## config.mk

```make
export PLATFORM = sky130hd
export DESIGN_NAME = icw_watchdog
export DESIGN_NICKNAME = d
export VERILOG_FILES = /design/src/common/icw_pkg.sv /design/src/rtl/icw_rc_tick.sv /design/src/rtl/icw_watchdog.sv
export SDC_FILE = /design/constraint.sdc
export NUM_CORES = 1
export LEC_CHECK = 0
export ABC_CLOCK_PERIOD_IN_PS = 2800
export BUFFER_PORTS_ARGS = -buffer_cell sky130_fd_sc_hd__buf_2
export CAP_MARGIN = 40
export CORE_MARGIN = 8
export CORE_UTILIZATION = 40
export CTS_BUF_LIST = sky130_fd_sc_hd__clkbuf_4 sky130_fd_sc_hd__clkbuf_8
export CTS_CLUSTER_SIZE = 14
export DETAILED_ROUTE_END_ITERATION = 8
export GPL_TIMING_DRIVEN = 0
export PLACE_DENSITY = 0.59
export SYNTH_ARGS = -nofsm -noshare
export SYNTH_HDL_FRONTEND = slang
export SYNTH_HIERARCHICAL = 1
export SYNTH_SLANG_ARGS = --single-unit
```

## constraint.sdc

```tcl
create_clock -name clk -period 2.8 [get_ports clk]
set_clock_uncertainty 0.1 [all_clocks]
set_input_delay 0.42 -clock clk [delete_from_list [all_inputs] [get_ports clk]]
set_output_delay 0.42 -clock clk [all_outputs]
set_load 0.05 [all_outputs]
```

## src/common/icw_pkg.sv

```systemverilog
// Purpose: shared constants and types of the internal counter watchdog
// Assumes: byte wide register port, 16-bit register addresses
// Notes:   event bits are shared by the status and mask registers

package icw_pkg;

  // ---------------------------------------------------------------
  // register addresses
  // ---------------------------------------------------------------
  localparam logic [15:0] ICW_CTRL_ADDR   = 16'hFE79;
  localparam logic [15:0] ICW_STATUS_ADDR = 16'hFE7A;
  localparam logic [15:0] ICW_MASK_ADDR   = 16'hFE7B;
  localparam logic [15:0] ICW_CNT_LO_ADDR = 16'hFE7C;
  localparam logic [15:0] ICW_CNT_HI_ADDR = 16'hFE7D;

  // ---------------------------------------------------------------
  // control register layout and values
  // ---------------------------------------------------------------
  localparam int          ICW_FLAG_BIT   = 7;
  localparam int          ICW_TEST_BIT   = 6;
  localparam int          ICW_RUN_BIT    = 5;
  localparam int          ICW_STBY_HI    = 4;
  localparam int          ICW_STBY_LO    = 3;
  localparam int          ICW_SEL_MSB    = 2;
  localparam logic [7:0]  ICW_CTRL_RESET = 8'h00;
  localparam logic [7:0]  ICW_KEEP_MASK  = 8'h1F;
  localparam logic [7:0]  ICW_FLAG_MASK  = 8'h80;
  localparam logic [7:0]  ICW_CLEAR_KEY  = 8'h55;
  localparam logic [15:0] ICW_CNT_RESET  = 16'h0000;

  // smallest selectable overflow count, code 000
  localparam logic [16:0] ICW_BASE_COUNT = 17'h00200;

  // ---------------------------------------------------------------
  // event bits in status and mask
  // ---------------------------------------------------------------
  localparam int          ICW_EV_OVF     = 0;
  localparam int          ICW_EV_REFUSED = 1;
  localparam int          ICW_EV_W       = 2;
  localparam logic [1:0]  ICW_EV_RESET   = 2'h0;

  // ---------------------------------------------------------------
  // standby behaviour
  // ---------------------------------------------------------------
  typedef enum logic [1:0] {
    ICW_STBY_CONTINUE,
    ICW_STBY_STOP,
    ICW_STBY_HOLD
  } icw_stby_type;

endpackage

```

## src/rtl/icw_rc_tick.sv

```systemverilog
// Purpose: turns the sampled rc oscillator level into one-cycle ticks
// Assumes: rc level is synchronous to clk and far slower than clk
// Notes:   one tick per rising edge of the rc level

`timescale 1ns/100ps

module icw_rc_tick
  import icw_pkg::*;
(
  // clock and reset
  input  wire logic clk,
  input  wire logic rst,
  input  wire logic ce,
  // rc oscillator level and resulting tick
  input  wire logic rc_level,
  output logic      rc_tick
);

  typedef struct packed {
    logic prev;
  } icw_tick_state_type;

  icw_tick_state_type tick_reg;
  icw_tick_state_type tick_next;

  always_comb begin
    tick_next      = tick_reg;
    tick_next.prev = rc_level;
  end

  always_ff @(posedge clk or posedge rst) begin
    if (rst) begin
      tick_reg <= '0;
    end else if (ce) begin
      tick_reg <= tick_next;
    end
  end

  // frozen while ce is low, so no tick leaks out then
  assign rc_tick = ce & rc_level & ~tick_reg.prev;

endmodule

```

## src/rtl/icw_watchdog.sv

```systemverilog
// Purpose: watchdog with a 16-bit up-counter driven by rc oscillator ticks
// Assumes: rst is the external reset pin, already inverted to active high
// Notes:   one register port, one level interrupt, one reset pulse out
//
// Operation
// - 16-bit up-counter advances on every tick of the low-speed rc clock.
// - overflow when the count equals the level chosen by bits 2..0.
// - codes 000..111 select 512, 1024, ... up to 65536 ticks.
// - overflow raises internal reset, sets flag bit 7, clears run bit.
// - external reset clears the whole control register to 00H.
// - watchdog reset keeps control bits 4..0 unchanged.
// - once running, ordinary writes to control are ignored.
// - immediate-move write of 55H while running clears and restarts count.
// - run bit 1 starts watchdog and oscillator; 0, set only by a reset, stops both.
// - bits 4..3: 00 continue, 01 stop, 10 hold, 11 continue.
// - hold mode freezes the count in standby, resumes after exit.
// - continue mode keeps oscillator and counter going in standby.
// - count held zero when stopped, on overflow, clear, stop standby.
// - reset flag set by watchdog reset, software may write it.
// - counting needs clk running with ce high; the counter freezes while ce is low.

`timescale 1ns/100ps

module icw_watchdog
  import icw_pkg::*;
(
  // clock and reset
  input  wire logic        clk,
  input  wire logic        rst,
  input  wire logic        ce,
  // register port
  input  wire logic [15:0] reg_addr,
  input  wire logic [7:0]  reg_wdata,
  input  wire logic        reg_wr,
  input  wire logic        reg_wr_immediate,
  input  wire logic        reg_rd,
  output logic      [7:0]  reg_rdata,
  // system state and rc oscillator
  input  wire logic        standby,
  input  wire logic        rc_level,
  output logic             rc_osc_en,
  // results
  output logic             wdt_reset,
  output logic             irq
);

  // ---------------------------------------------------------------
  // state
  // ---------------------------------------------------------------
  typedef struct packed {
    logic [7:0]          ctrl;
    logic [15:0]         count;
    logic [ICW_EV_W-1:0] irq_status;
    logic [ICW_EV_W-1:0] irq_mask;
    logic [7:0]          rdata;
    logic                wdt_reset;
  } icw_state_type;

  icw_state_type state_reg;
  icw_state_type state_next;

  logic          rc_tick;

  // ---------------------------------------------------------------
  // helpers
  // ---------------------------------------------------------------
  function automatic icw_stby_type stby_mode(input logic [7:0] ctrl);
    logic [1:0] code;
    code = {ctrl[ICW_STBY_HI], ctrl[ICW_STBY_LO]};
    unique case (code)
      2'h1:    stby_mode = ICW_STBY_STOP;
      2'h2:    stby_mode = ICW_STBY_HOLD;
      default: stby_mode = ICW_STBY_CONTINUE;
    endcase
  endfunction

  // shifting the base count gives the eight powers of two
  function automatic logic [16:0] limit_of(input logic [2:0] sel);
    limit_of = ICW_BASE_COUNT << sel;
  endfunction

  // true while the rc oscillator is allowed to run
  function automatic logic osc_allowed(input logic [7:0] ctrl,
                                       input logic       stby);
    osc_allowed = ctrl[ICW_RUN_BIT] &
                  (~stby | (stby_mode(ctrl) == ICW_STBY_CONTINUE));
  endfunction

  // ---------------------------------------------------------------
  // rc tick
  // ---------------------------------------------------------------
  // the rc level is sampled in the clk domain, so every command below
  // meets the counter in one domain and needs no crossing
  icw_rc_tick u_tick (
    .clk      (clk),
    .rst      (rst),
    .ce       (ce),
    .rc_level (rc_level),
    .rc_tick  (rc_tick)
  );

  // ---------------------------------------------------------------
  // next state
  // ---------------------------------------------------------------
  always_comb begin
    icw_stby_type mode;
    logic         running;
    logic         ctrl_wr;
    logic         clear_cmd;
    logic         refused;
    logic         overflow;
    logic [16:0]  next_count;

    state_next           = state_reg;
    state_next.wdt_reset = 1'b0;
    state_next.rdata     = 8'h00;
    mode       = stby_mode(state_reg.ctrl);
    running    = state_reg.ctrl[ICW_RUN_BIT];
    ctrl_wr    = reg_wr & (reg_addr == ICW_CTRL_ADDR);
    clear_cmd  = 1'b0;
    refused    = 1'b0;
    overflow   = 1'b0;
    next_count = {1'b0, state_reg.count} + 17'h00001;

    // control writes
    if (ctrl_wr) begin
      if (!running) begin
        // flag and every field open while stopped
        state_next.ctrl = reg_wdata;
      end else if (reg_wr_immediate && (reg_wdata == ICW_CLEAR_KEY)) begin
        clear_cmd = 1'b1;
      end else begin
        // a stop request is refused too; only reset ends a run
        refused = 1'b1;
      end
    end

    // counter
    if (!running) begin
      state_next.count = ICW_CNT_RESET;
    end else if (clear_cmd) begin
      state_next.count = ICW_CNT_RESET;
    end else if (standby && (mode == ICW_STBY_STOP)) begin
      state_next.count = ICW_CNT_RESET;
    end else if (standby && (mode == ICW_STBY_HOLD)) begin
      state_next.count = state_reg.count;
    end else if (rc_tick) begin
      // no term here looks at the system side, only at the rc tick
      if (next_count == limit_of(state_reg.ctrl[ICW_SEL_MSB:0])) begin
        overflow = 1'b1;
      end else begin
        state_next.count = next_count[15:0];
      end
    end

    // overflow: reset out, flag set, run and test bit cleared
    if (overflow) begin
      state_next.count     = ICW_CNT_RESET;
      state_next.ctrl      = (state_reg.ctrl & ICW_KEEP_MASK) |
                             ICW_FLAG_MASK;
      state_next.wdt_reset = 1'b1;
    end

    // interrupt status: write one to clear, a new event wins
    if (reg_wr && (reg_addr == ICW_STATUS_ADDR)) begin
      state_next.irq_status = state_reg.irq_status &
                              ~reg_wdata[ICW_EV_W-1:0];
    end
    if (overflow) begin
      state_next.irq_status[ICW_EV_OVF] = 1'b1;
    end
    if (refused) begin
      state_next.irq_status[ICW_EV_REFUSED] = 1'b1;
    end

    // interrupt mask
    if (reg_wr && (reg_addr == ICW_MASK_ADDR)) begin
      state_next.irq_mask = reg_wdata[ICW_EV_W-1:0];
    end

    // read data, unmapped addresses read zero
    if (reg_rd) begin
      unique case (reg_addr)
        ICW_CTRL_ADDR: begin
          state_next.rdata = state_reg.ctrl;
        end
        ICW_STATUS_ADDR: begin
          state_next.rdata = {6'h00, state_reg.irq_status};
        end
        ICW_MASK_ADDR: begin
          state_next.rdata = {6'h00, state_reg.irq_mask};
        end
        ICW_CNT_LO_ADDR: begin
          state_next.rdata = state_reg.count[7:0];
        end
        ICW_CNT_HI_ADDR: begin
          state_next.rdata = state_reg.count[15:8];
        end
        default: begin
          state_next.rdata = 8'h00;
        end
      endcase
    end
  end

  // ---------------------------------------------------------------
  // registers
  // ---------------------------------------------------------------
  always_ff @(posedge clk or posedge rst) begin
    if (rst) begin
      state_reg            <= '0;
      state_reg.ctrl       <= ICW_CTRL_RESET;
      state_reg.count      <= ICW_CNT_RESET;
      state_reg.irq_status <= ICW_EV_RESET;
      state_reg.irq_mask   <= ICW_EV_RESET;
    end else if (ce) begin
      state_reg <= state_next;
    end
  end

  // ---------------------------------------------------------------
  // outputs
  // ---------------------------------------------------------------
  assign reg_rdata = state_reg.rdata;
  assign wdt_reset = state_reg.wdt_reset;
  assign irq       = |(state_reg.irq_status & state_reg.irq_mask);
  // oscillator off when stopped and in stop or hold standby
  assign rc_osc_en = osc_allowed(state_reg.ctrl, standby);

endmodule

```

==> flow_summary.ini, run 1 <==
[power_and_ir_drop]
intPower_uw = 851
p_clk_frac = 0.432
power_density_mw_per_mm2 = 304
switching_share = 0.241
ir_drop_uv = 205
seqPwrFrac = 0.492
power_frac_comb = 0.075
leakagePower_uw = 0.00157
p_sw_uw = 270

[die]
die_h_microns = 102
start_util = 0.408
dieArea_sq_mm = 0.0103
coreArea_sq_mm = 0.00718
die_w_microns = 102
ios = 43
num_rows = 31

[timing]
tightest_slew_ns = 0.507
period_needed_ns = 2.72
final-max-slew-violation-count = 0
fmax_ghz = 0.367
hold_viol = 0
setup_violations = 0
relSlewSlack = 0.662
timing.hold.ws_ns = 0.228
tns_ns = 0
rsz0062_at_grt = true
setup_ws_ns = 0.0759
period_share = 0.973

[setup_path]
critPathLaunch = state_reg[25]$_DFFE_PP0P_
crit_required_ns = 2.88
ff2ff_setup_slack_ns = 0.08
r2r_cells = 10
cp_max_fo = 8
crit_path_end_kind = flip-flop
cp.arrival_ns = 2.81
rr_startpoint = state_reg[25]$_DFFE_PP0P_
rr_endpoint = state_reg[24]$_DFFE_PP0P_
path_class = flip-flop to flip-flop
crit_path_end = state_reg[24]$_DFFE_PP0P_
crit_path_start_kind = flip-flop

[logic_synthesis]
ys.warnings.count = 6
synth_compound_area_frac = 0.208
synth_top_family_by_area = simple AND/OR/NAND/NOR gates
synthMuxAreaShare = 0.0615
netlist_area_sq_mm = 0.00293
syn_avg_cell_area_sq_um = 9.39
yosys.area_share.adder = 0.0171
synth_ff_type = dfrtp_1
async_reset_ff_frac = 1.00
yosys.area_share.simple = 0.237
synthDominantCellAreaShare = 0.325
ys_seq_area_frac = 0.325
yosys.area.top_type = dfrtp_1
synth_cells = 312
synthTopCellsByArea = dfrtp_1 (32%), mux2_2 (4.6%), nand2_1 (3.7%)
synth_edf_count = 0
synthXorXnorAreaFrac = 0.0329
ys_types = 77
syn_nets = 348
synth.ff_latch_count = 38

[cts]
cts_buffer_depth = 2
tritoncts_num_sinks = 38
cts.reportedPaths.clkPinSlew_ns = 0.09
clockRootBuffer = clkbuf_8
clkLatencyLatePin_ns = 0.30
cts-htree-levels = 2
cts_tree = built
numCtsBuffers = 5

[cells_and_area]
n_antenna_cell = 0
nets = 413
fillers = 722
drive_gt1_frac = 0.381
area_growth_pct = 25.8
final_core_util = 0.514
largest_register_ff_count = 28
final_cell_area_sq_mm = 0.00368

[global_route]
antenna_found_initial = 0
grt_pass1_vias = 2623
grt_pass1_wl_microns = 13200
grt_max_degree = 26
grt_usage = 0.163
grt_overflow_total = 0

[placement]
dp_slack_ns = -0.502
placedInstanceArea_sq_mm = 0.00328
dp_hpwl_microns = 6090
portBuffers = 42
gp_congestion = 0.850

[drt]
routed_via_density = 5.49
drt_iter0_markers = 117
firstDrtPassIters = 4
vias = 2621
drt_wl_total_microns = 8330
route.detailed.drc = 0
ant_nets = 0
wl_per_cell_microns = 17.5

[status]
status = complete, no violations

[job]
drv_cap = 0

[min_path]
hold_path_class = input port to flip-flop
[cells in the mapped netlist, drive strengths merged (3+ instances only)]
master,n
dfrtp,38
nand2,29
inv,18
buf,15
nand3,15
clkbuf,14
o21ai,14
mux2,13
nor2,13
nand4,10
a22oi,9
o22ai,8
xnor2,8
a21oi,7
and3,7
nor4,6
and3b,4
and4,4
ha,4
nor3,4
o2bb2ai,4
o31ai,4
or2,4
or3,4
or4,4
a31oi,3
mux2i,3
nand2b,3
o21a,3
xor2,3
[final cells by class]
type | count | area, sq um | area share
buffer | 30 | 279 | 0.0757
clock buffer | 5 | 68.8 | 0.0187
clock inverter | 3 | 45.0 | 0.0122
inverter | 18 | 67.6 | 0.0183
multi-input combinational | 225 | 1780 | 0.482
sequential | 38 | 955 | 0.259
tap | 99 | 124 | 0.0336
timing repair buffer | 59 | 369 | 0.100
[per-stage QoR]
stage	power, uW	cells
after floorplan	602	312
after global placement	642	453
after detailed placement	646	454
after CTS	1130	471
after global routing	1160	477
final	1120	477
[cell usage in the layout (no fill, tap or decap), drive strengths merged, types with 3 or more instances in the layout]
master,count
inv,18
mux2i,3
o21ai,14
ha,4
a21oi,7
o31ai,4
nor3,4
nand3,15
o22ai,8
nor2,13
dfrtp,38
and3,7
nand2,29
xor2,3
o2bb2ai,4
buf,73
and3b,4
or2,4
a31oi,3
xnor2,8
or4,4
nand4,10
clkbuf,18
nand2b,3
nor4,6
and4,4
o21a,3
or3,4
mux2,13
a22oi,9
[what timing repair did]
item | CTS | global route
pin swaps | 1 | 12
buffers inserted | 9 | 6
hold endpoints to repair | 13 | 0
resized for setup | 8 | 24
hold buffers | 1 | 0
setup endpoints to repair | 19 | 16
[power by group through the flow]
stage          logic, uW  registers (uW)  clock network [uW]
2_1_floorplan       39.4             562                   0
3_3_place_gp        79.5             562                   0
3_5_place_dp        83.5             563                   0
4_1_cts             84.8             552                 491
5_1_grt             95.0             552                 510
6_report            84.5             551                 485
[worst max-delay path, cell delays in order (launching register included)]
cell and delay [ns]:
dfrtp_1 0.33, bufbuf_16 0.25, nand2_1 0.08, or4_4 0.58, or3_4 0.41, a22oi_2 0.18, o211ai_2 0.12, o21ai_4 0.19
buf_6 0.15, a2bb2oi_2 0.14, o41ai_2 0.08
[logic make-up (layout without fill, tap and decap cells)]
group,Yosys count,after routing
adders and majority gates,4,4
AOI/OAI and AO/OA,80,80
and+or+nand+nor,114,114
buffers and inverters,49,115
muxes,16,16
xor gates and xnor gates,11,11
DFF,38,38
[worst min path at each step]
stage               cells past startpoint         start  slack, ns                     endpoint
floorplan                               1           rst       0.05  u_tick/tick_reg$_DFFE_PP0P_
global placement                        2           rst       0.16  u_tick/tick_reg$_DFFE_PP0P_
detailed placement                      2           rst       0.17  u_tick/tick_reg$_DFFE_PP0P_
CTS                                     3  reg_wdata[4]       0.23    state_reg[33]$_DFFE_PP0P_
global route                            3  reg_wdata[4]       0.25    state_reg[33]$_DFFE_PP0P_
finish                                  3  reg_wdata[4]       0.23    state_reg[33]$_DFFE_PP0P_
[layer usage]
layer | GRT usage | up-vias | share of wire | wire length (microns)
met5 | 0 | - | 0 | 0
met3 | 0.0289 | 14 | 0.049 | 410
li1 | - | 1281 | - | -
met1 | 0.218 | 1260 | 0.46 | 3820
met4 | 0.0607 | 0 | 0.017 | 144
met2 | 0.256 | 66 | 0.48 | 3960
(Power assumes the default switching activity.)
==> run 2, diff against run 1 <==
--- a/config.mk
+++ b/config.mk
@@ -5,7 +5,7 @@
 export SDC_FILE = /design/constraint.sdc
 export NUM_CORES = 1
 export LEC_CHECK = 0
-export ABC_CLOCK_PERIOD_IN_PS = 2800
+export ABC_CLOCK_PERIOD_IN_PS = 3440
 export BUFFER_PORTS_ARGS = -buffer_cell sky130_fd_sc_hd__buf_2
 export CAP_MARGIN = 40
 export CORE_MARGIN = 8
@@ -14,7 +14,7 @@
 export CTS_CLUSTER_SIZE = 14
 export DETAILED_ROUTE_END_ITERATION = 8
 export GPL_TIMING_DRIVEN = 0
-export PLACE_DENSITY = 0.59
+export PLACE_DENSITY = 0.56
 export SYNTH_ARGS = -nofsm -noshare
 export SYNTH_HDL_FRONTEND = slang
 export SYNTH_HIERARCHICAL = 1
==> constraint.sdc (replaced) <==
create_clock -name clk -period 3.44 [get_ports clk]
set_clock_uncertainty 0.1 [all_clocks]
set_input_delay 0.516 -clock clk [delete_from_list [all_inputs] [get_ports clk]]
set_output_delay 0.516 -clock clk [all_outputs]
set_load 0.05 [all_outputs]
==> flow_summary.ini, run 2 (synthesis results as in run 1) <==
[status]
status = complete, no violations

[setup_path]
cp.arrival_ns = 3.19
crit_path_end_kind = flip-flop
crit_path_start_kind = flip-flop
r2r_cells = 9
crit_path_max_incr_delay_ns = 0.52
rr_startpoint = state_reg[13]$_DFFE_PP0P_
cp_slowest_cell = dfrtp_1
crit_required_ns = 3.53
crit_chain = ha_1, and3_2, and4_1, nor4_1, o32ai_1, a2111o_1, o21ai_4, o21ai_0, o2bb2ai_1
ff2ff_setup_slack_ns = 0.34
cp_max_fo = 10
path_class = flip-flop to flip-flop
critPathLaunch = state_reg[13]$_DFFE_PP0P_
rr_endpoint = state_reg[20]$_DFFE_PP0P_

[drt]
wl_met1_microns = 3710
ant_nets = 0
wl_per_cell_microns = 17.2
wl_met3_microns = 299
wl_met2_microns = 3840
drt_iter0_markers = 182
routed_via_density = 5.50
firstDrtPassIters = 4
drt_wl_total_microns = 7940
vias = 2540
highest_layer = met4
route.detailed.drc = 0

[placement]
gp_congestion = 0.829
dp.cells = 454
portBuffers = 42
dp_hpwl_microns = 6140

[min_path]
holdPathEnd = state_reg[33]$_DFFE_PP0P_
hold_depth = 3
hp-start = reg_wdata[4]
hold_path_class = input port to flip-flop

[cells_and_area]
layout_commonest_cell = buf_2
largest_register_ff_count = 28
fin_cells = 462
final_cell_mix = buf_2 (44), dfrtp_1 (38), nand2_1 (29), inv_1 (17)
nets = 398
n_antenna_cell = 0
drive_gt1_frac = 0.300
area_growth_pct = 17.0

[global_route]
grt_usage = 0.165
grt_overflow_total = 0
grt_max_degree = 27
grt_pass1_vias = 2570
antenna_found_initial = 0
grt_pass1_wl_microns = 13400

[power_and_ir_drop]
power_density_mw_per_mm2 = 287
ir_drop_uv = 210
leakagePower_uw = 0.00148

[die]
start_util = 0.408
die_w_microns = 102
dieArea_sq_mm = 0.0103
coreArea_sq_mm = 0.00718
ios = 43
die_h_microns = 102
num_rows = 31

[cts]
clockRootBuffer = clkbuf_8
cts.reportedPaths.clkPinSlew_ns = 0.08
cts-htree-levels = 2
clkLatencyLatePin_ns = 0.30
numCtsBuffers = 5
cts_setup_buffers = 0
cts_buffer_depth = 2
tritoncts_num_sinks = 38
cts_tree = built

[timing]
fmax_ghz = 0.322
rsz0062_at_grt = false
tightest_slew_ns = 0.606
tns_ns = 0
relSlewSlack = 0.592
setup_violations = 0
hold_viol = 0
final-max-slew-violation-count = 0
period_needed_ns = 3.10
period_share = 0.902

[job]
drv_cap = 0
-- run 2: per-stage QoR --
step	setup slack [ns]	area, sq um	utilization	power, uW	hold slack, ns
after floorplan	0.703	2930	-	490	0.145
after global placement	0.218	3260	0.455	523	0.259
after detailed placement	0.180	3280	0.458	526	0.269
after CTS	0.152	3430	0.478	995	0.331
after global routing	0.0436	3430	0.478	1020	0.349
final	0.337	3430	0.478	983	0.337
-- run 2: layout make-up --
class / instances / area [sq um]
clock inverters: 3 / 68.8
well taps: 99 / 124
multi-input cells: 225 / 1630
clock buffers: 5 / 68.8
inverters: 18 / 67.6
flip-flops and latches: 38 / 951
fillers: 747 / 3750
repair buffers: 44 / 240
plain buffers: 30 / 279
-- run 2: critical path: cells and delay by family, from the launching register on --
kind                       cells  cell delay [ns]
AOI/OAI and AO/OA              5             1.29
adders and majority gates      1             0.32
DFF                            1             0.52
and+or+nand+nor                3             0.76
-- run 2: per-layer routing --
layer	track usage	vias up
met2	0.261	38
met5	0	-
li1	-	1254
met4	0.0424	0
met1	0.226	1241
met3	0.0289	7
-- run 2: worst max path at each step --
stage,endpoint,slack (ns),cells after the start
6_report,state_reg[20]$_DFFE_PP0P_,0.34,9
5_1_grt,state_reg[20]$_DFFE_PP0P_,0.04,10
4_1_cts,state_reg[20]$_DFFE_PP0P_,0.15,10
3_5_place_dp,state_reg[23]$_DFFE_PP0P_,0.18,10
3_3_place_gp,state_reg[20]$_DFFE_PP0P_,0.22,10
2_1_floorplan,state_reg[22]$_DFFE_PP0P_,0.70,10
-- run 2: timing repair --
action	in CTS	in global routing
endpoints found under the hold margin	1	0
setup endpoints to repair	0	15
gates resized for setup	0	1
hold buffers	1	0
-- run 2: where the power goes --
| group | leakage, uW | switching (uW) | total (uW) | internal, uW |
|---|---|---|---|---|
| clock | 0.0000683 | 175 | 466 | 291 |
| sequential | 0.000518 | 0.981 | 449 | 448 |
| combinational | 0.000889 | 39.9 | 67.9 | 28.0 |
==> run 3, diff against run 2 <==
--- a/config.mk
+++ b/config.mk
@@ -5,16 +5,18 @@
 export SDC_FILE = /design/constraint.sdc
 export NUM_CORES = 1
 export LEC_CHECK = 0
+export ABC_AREA = 1
 export ABC_CLOCK_PERIOD_IN_PS = 3440
 export BUFFER_PORTS_ARGS = -buffer_cell sky130_fd_sc_hd__buf_2
 export CAP_MARGIN = 40
+export CORE_ASPECT_RATIO = 0.8
 export CORE_MARGIN = 8
 export CORE_UTILIZATION = 40
 export CTS_BUF_LIST = sky130_fd_sc_hd__clkbuf_4 sky130_fd_sc_hd__clkbuf_8
 export CTS_CLUSTER_SIZE = 14
 export DETAILED_ROUTE_END_ITERATION = 8
 export GPL_TIMING_DRIVEN = 0
-export PLACE_DENSITY = 0.56
+export PLACE_DENSITY = 0.57
 export SYNTH_ARGS = -nofsm -noshare
 export SYNTH_HDL_FRONTEND = slang
 export SYNTH_HIERARCHICAL = 1
==> flow_summary.ini, run 3 <==
[status]
status = complete, no violations

[cts]
clkLatencyLatePin_ns = 0.30
cts_tree = built
cts.reportedPaths.clkPinSlew_ns = 0.08
cts_buffer_depth = 2
cts-htree-levels = 2
tritoncts_num_sinks = 38
cts_setup_buffers = 0
numCtsBuffers = 5
clockRootBuffer = clkbuf_8
ctsHoldBuffers = 1
cts-resized-gates = 0

[die]
num_rows = 27
start_util = 0.407
coreArea_sq_mm = 0.00679
dieArea_sq_mm = 0.00985
die_w_microns = 109
ios = 43
die_h_microns = 90.4

[power_and_ir_drop]
power_density_mw_per_mm2 = 399
ir_drop_uv = 153
switching_share = 0.381
leakagePower_uw = 0.00170
seqPwrFrac = 0.452
p_clk_frac = 0.264
p_sw_uw = 488
power_frac_comb = 0.284
intPower_uw = 794

[timing]
period_share = 0.727
rsz0062_at_grt = false
period_needed_ns = 2.50
tns_ns = 0
final-max-slew-violation-count = 0
timing.hold.ws_ns = 0.342
setup_violations = 0
setup_ws_ns = 0.941
relSlewSlack = 0.673
fmax_ghz = 0.400
hold_viol = 0
tightest_slew_ns = 0.487

[setup_path]
crit_chain = ha_1, nand3_2, nor2_1, nand3_1, nand2_1, nand2_1, nand2_1, nand2_1, nor2_2, nand2_1, nor2_4, nand3_4, buf_6, nand4_1, o21ai_1
cp.arrival_ns = 2.58
path_class = flip-flop to flip-flop
crit_path_end_kind = flip-flop
crit_top_cell = nand2_1
path_buf_inv = 1
r2r_cells = 15
crit_required_ns = 3.53
cp_slowest_cell = dfrtp_1
cp_max_fo = 10
crit_path_start_kind = flip-flop
path_depth = 15
crit_path_max_incr_delay_ns = 0.42
crit_family = simple AND/OR/NAND/NOR gates

[drt]
route.detailed.drc = 0
vias = 2725
wl_per_cell_microns = 14.9
drt_wl_total_microns = 8030
routed_via_density = 5.07
firstDrtPassIters = 5
ant_nets = 0
drt_iter0_markers = 162

[logic_synthesis]
syn_avg_cell_area_sq_um = 6.95
synthTopCellsByArea = dfrtp_1 (34%), nand2_1 (15%), inv_1 (8.4%)
synth.ff_latch_count = 38
syn_nets = 434
ys_seq_area_frac = 0.344
async_reset_ff_frac = 1.00
synth_cells = 398
yosys.area.top_type = dfrtp_1
synthDominantCellAreaShare = 0.344
ys.warnings.count = 6
netlist_area_sq_mm = 0.00277
ys_types = 36
synthTopCellsByCount = nand2_1 (110), inv_1 (62), dfrtp_1 (38)
synth.most_common_cell = nand2_1
synth_ff_type = dfrtp_1
synth_edf_count = 0

[global_route]
gr-usage-met2 = 0.258
grt_pass1_vias = 2759
use_met3 = 0.0414
busiest_layer = met2
grt_overflow_total = 0
grt_max_degree = 29
antenna_found_initial = 0
grt_usage = 0.171
grt_use_met1 = 0.236
grt_pass1_wl_microns = 13500

[placement]
dp.cells = 528
dp_hpwl_microns = 6290
placedInstanceArea_sq_mm = 0.00311
gp_congestion = 0.856
dp_slack_ns = 0.917
portBuffers = 42

[cells_and_area]
final_cell_mix = nand2_1 (110), inv_1 (61), buf_2 (46), dfrtp_1 (38), nand3_1 (30)
layout_commonest_cell = nand2_1
largest_register_ff_count = 28
area_growth_pct = 16.1
n_antenna_cell = 0
final_cell_area_sq_mm = 0.00321
fin_cells = 537
nets = 485
fillers = 693
drive_gt1_frac = 0.202

[min_path]
hold_depth = 3
hold_path_class = input port to flip-flop

[job]
drv_cap = 0
[run 3: changes by cell type after synthesis, moves of 9 or more]
cell	before	now
nor2_1	13	23
mux2_2	12	0
nand2_1	29	110
nor2_2	0	9
nand4_1	7	26
inv_1	18	62
nand3_1	13	30
[run 3: area by class of cell]
class | count | area (sq um) | share of cell area
buffer | 17 | 118 | 0.0366
tap | 87 | 109 | 0.0339
clock inverter | 2 | 12.5 | 0.00390
sequential | 38 | 951 | 0.296
inverter | 66 | 248 | 0.0772
timing repair buffer | 44 | 240 | 0.0748
multi-input combinational | 277 | 1450 | 0.452
clock buffer | 6 | 82.6 | 0.0257
[run 3: power groups by stage]
stage                     registers [uW]  clock network (uW)  logic (uW)
after global routing                 589                 363         414
after CTS                            578                 347         362
after global placement               588                   0         354
final                                580                 338         365
after detailed placement             588                   0         359
after floorplan                      569                   0         265
[run 3: logic make-up (layout without fill, tap and decap cells)]
kind of cell,Yosys count,count (layout),share of synthesized area
adders and majority gates,4,4,0.0181
and+or+nand+nor,225,225,0.388
xor gates and xnor gates,5,5,0.0208
buffers and inverters,83,135,0.132
muxes,2,2,0.00724
AOI/OAI and AO/OA,41,41,0.0900
DFF,38,38,0.344
[run 3: layer usage]
layer  routed length [microns]  up-vias
met5                         0        -
met4                        53        0
met3                       444        6
met2                      3520       74
met1                      4010     1249
li1                          -     1396
[run 3: final timing paths]
| check | start | endpoint | slack, ns |
|---|---|---|---|
| min | reg_wdata[3] | state_reg[32]$_DFFE_PP0P_ | 0.34 |
| max in group asynchronous | rst | state_reg[31]$_DFFE_PP0P_ | 2.20 |
| min in group asynchronous | rst | u_tick/tick_reg$_DFFE_PP0P_ | 0.51 |
| max reg2reg | state_reg[14]$_DFFE_PP0P_ | state_reg[14]$_DFFE_PP0P_ | 0.94 |
| min reg2reg | wdt_reset$_DFFE_PP0P_ | wdt_reset$_DFFE_PP0P_ | 0.38 |
| max | state_reg[14]$_DFFE_PP0P_ | state_reg[14]$_DFFE_PP0P_ | 0.94 |
[run 3: stage by stage]
step | util | power (uW)
final | 0.473 | 1280
after global routing | 0.473 | 1370
after CTS | 0.473 | 1290
after detailed placement | 0.457 | 947
after global placement | 0.454 | 941
after floorplan | - | 834
[run 3: worst register-to-register path: cells and delay by family (launching register included)]
kind	cells	cell delay (ns)
buf+inv	1	0.19
flops	1	0.42
fa+ha+maj	1	0.23
compound gates	1	0.06
simple gates	12	1.38
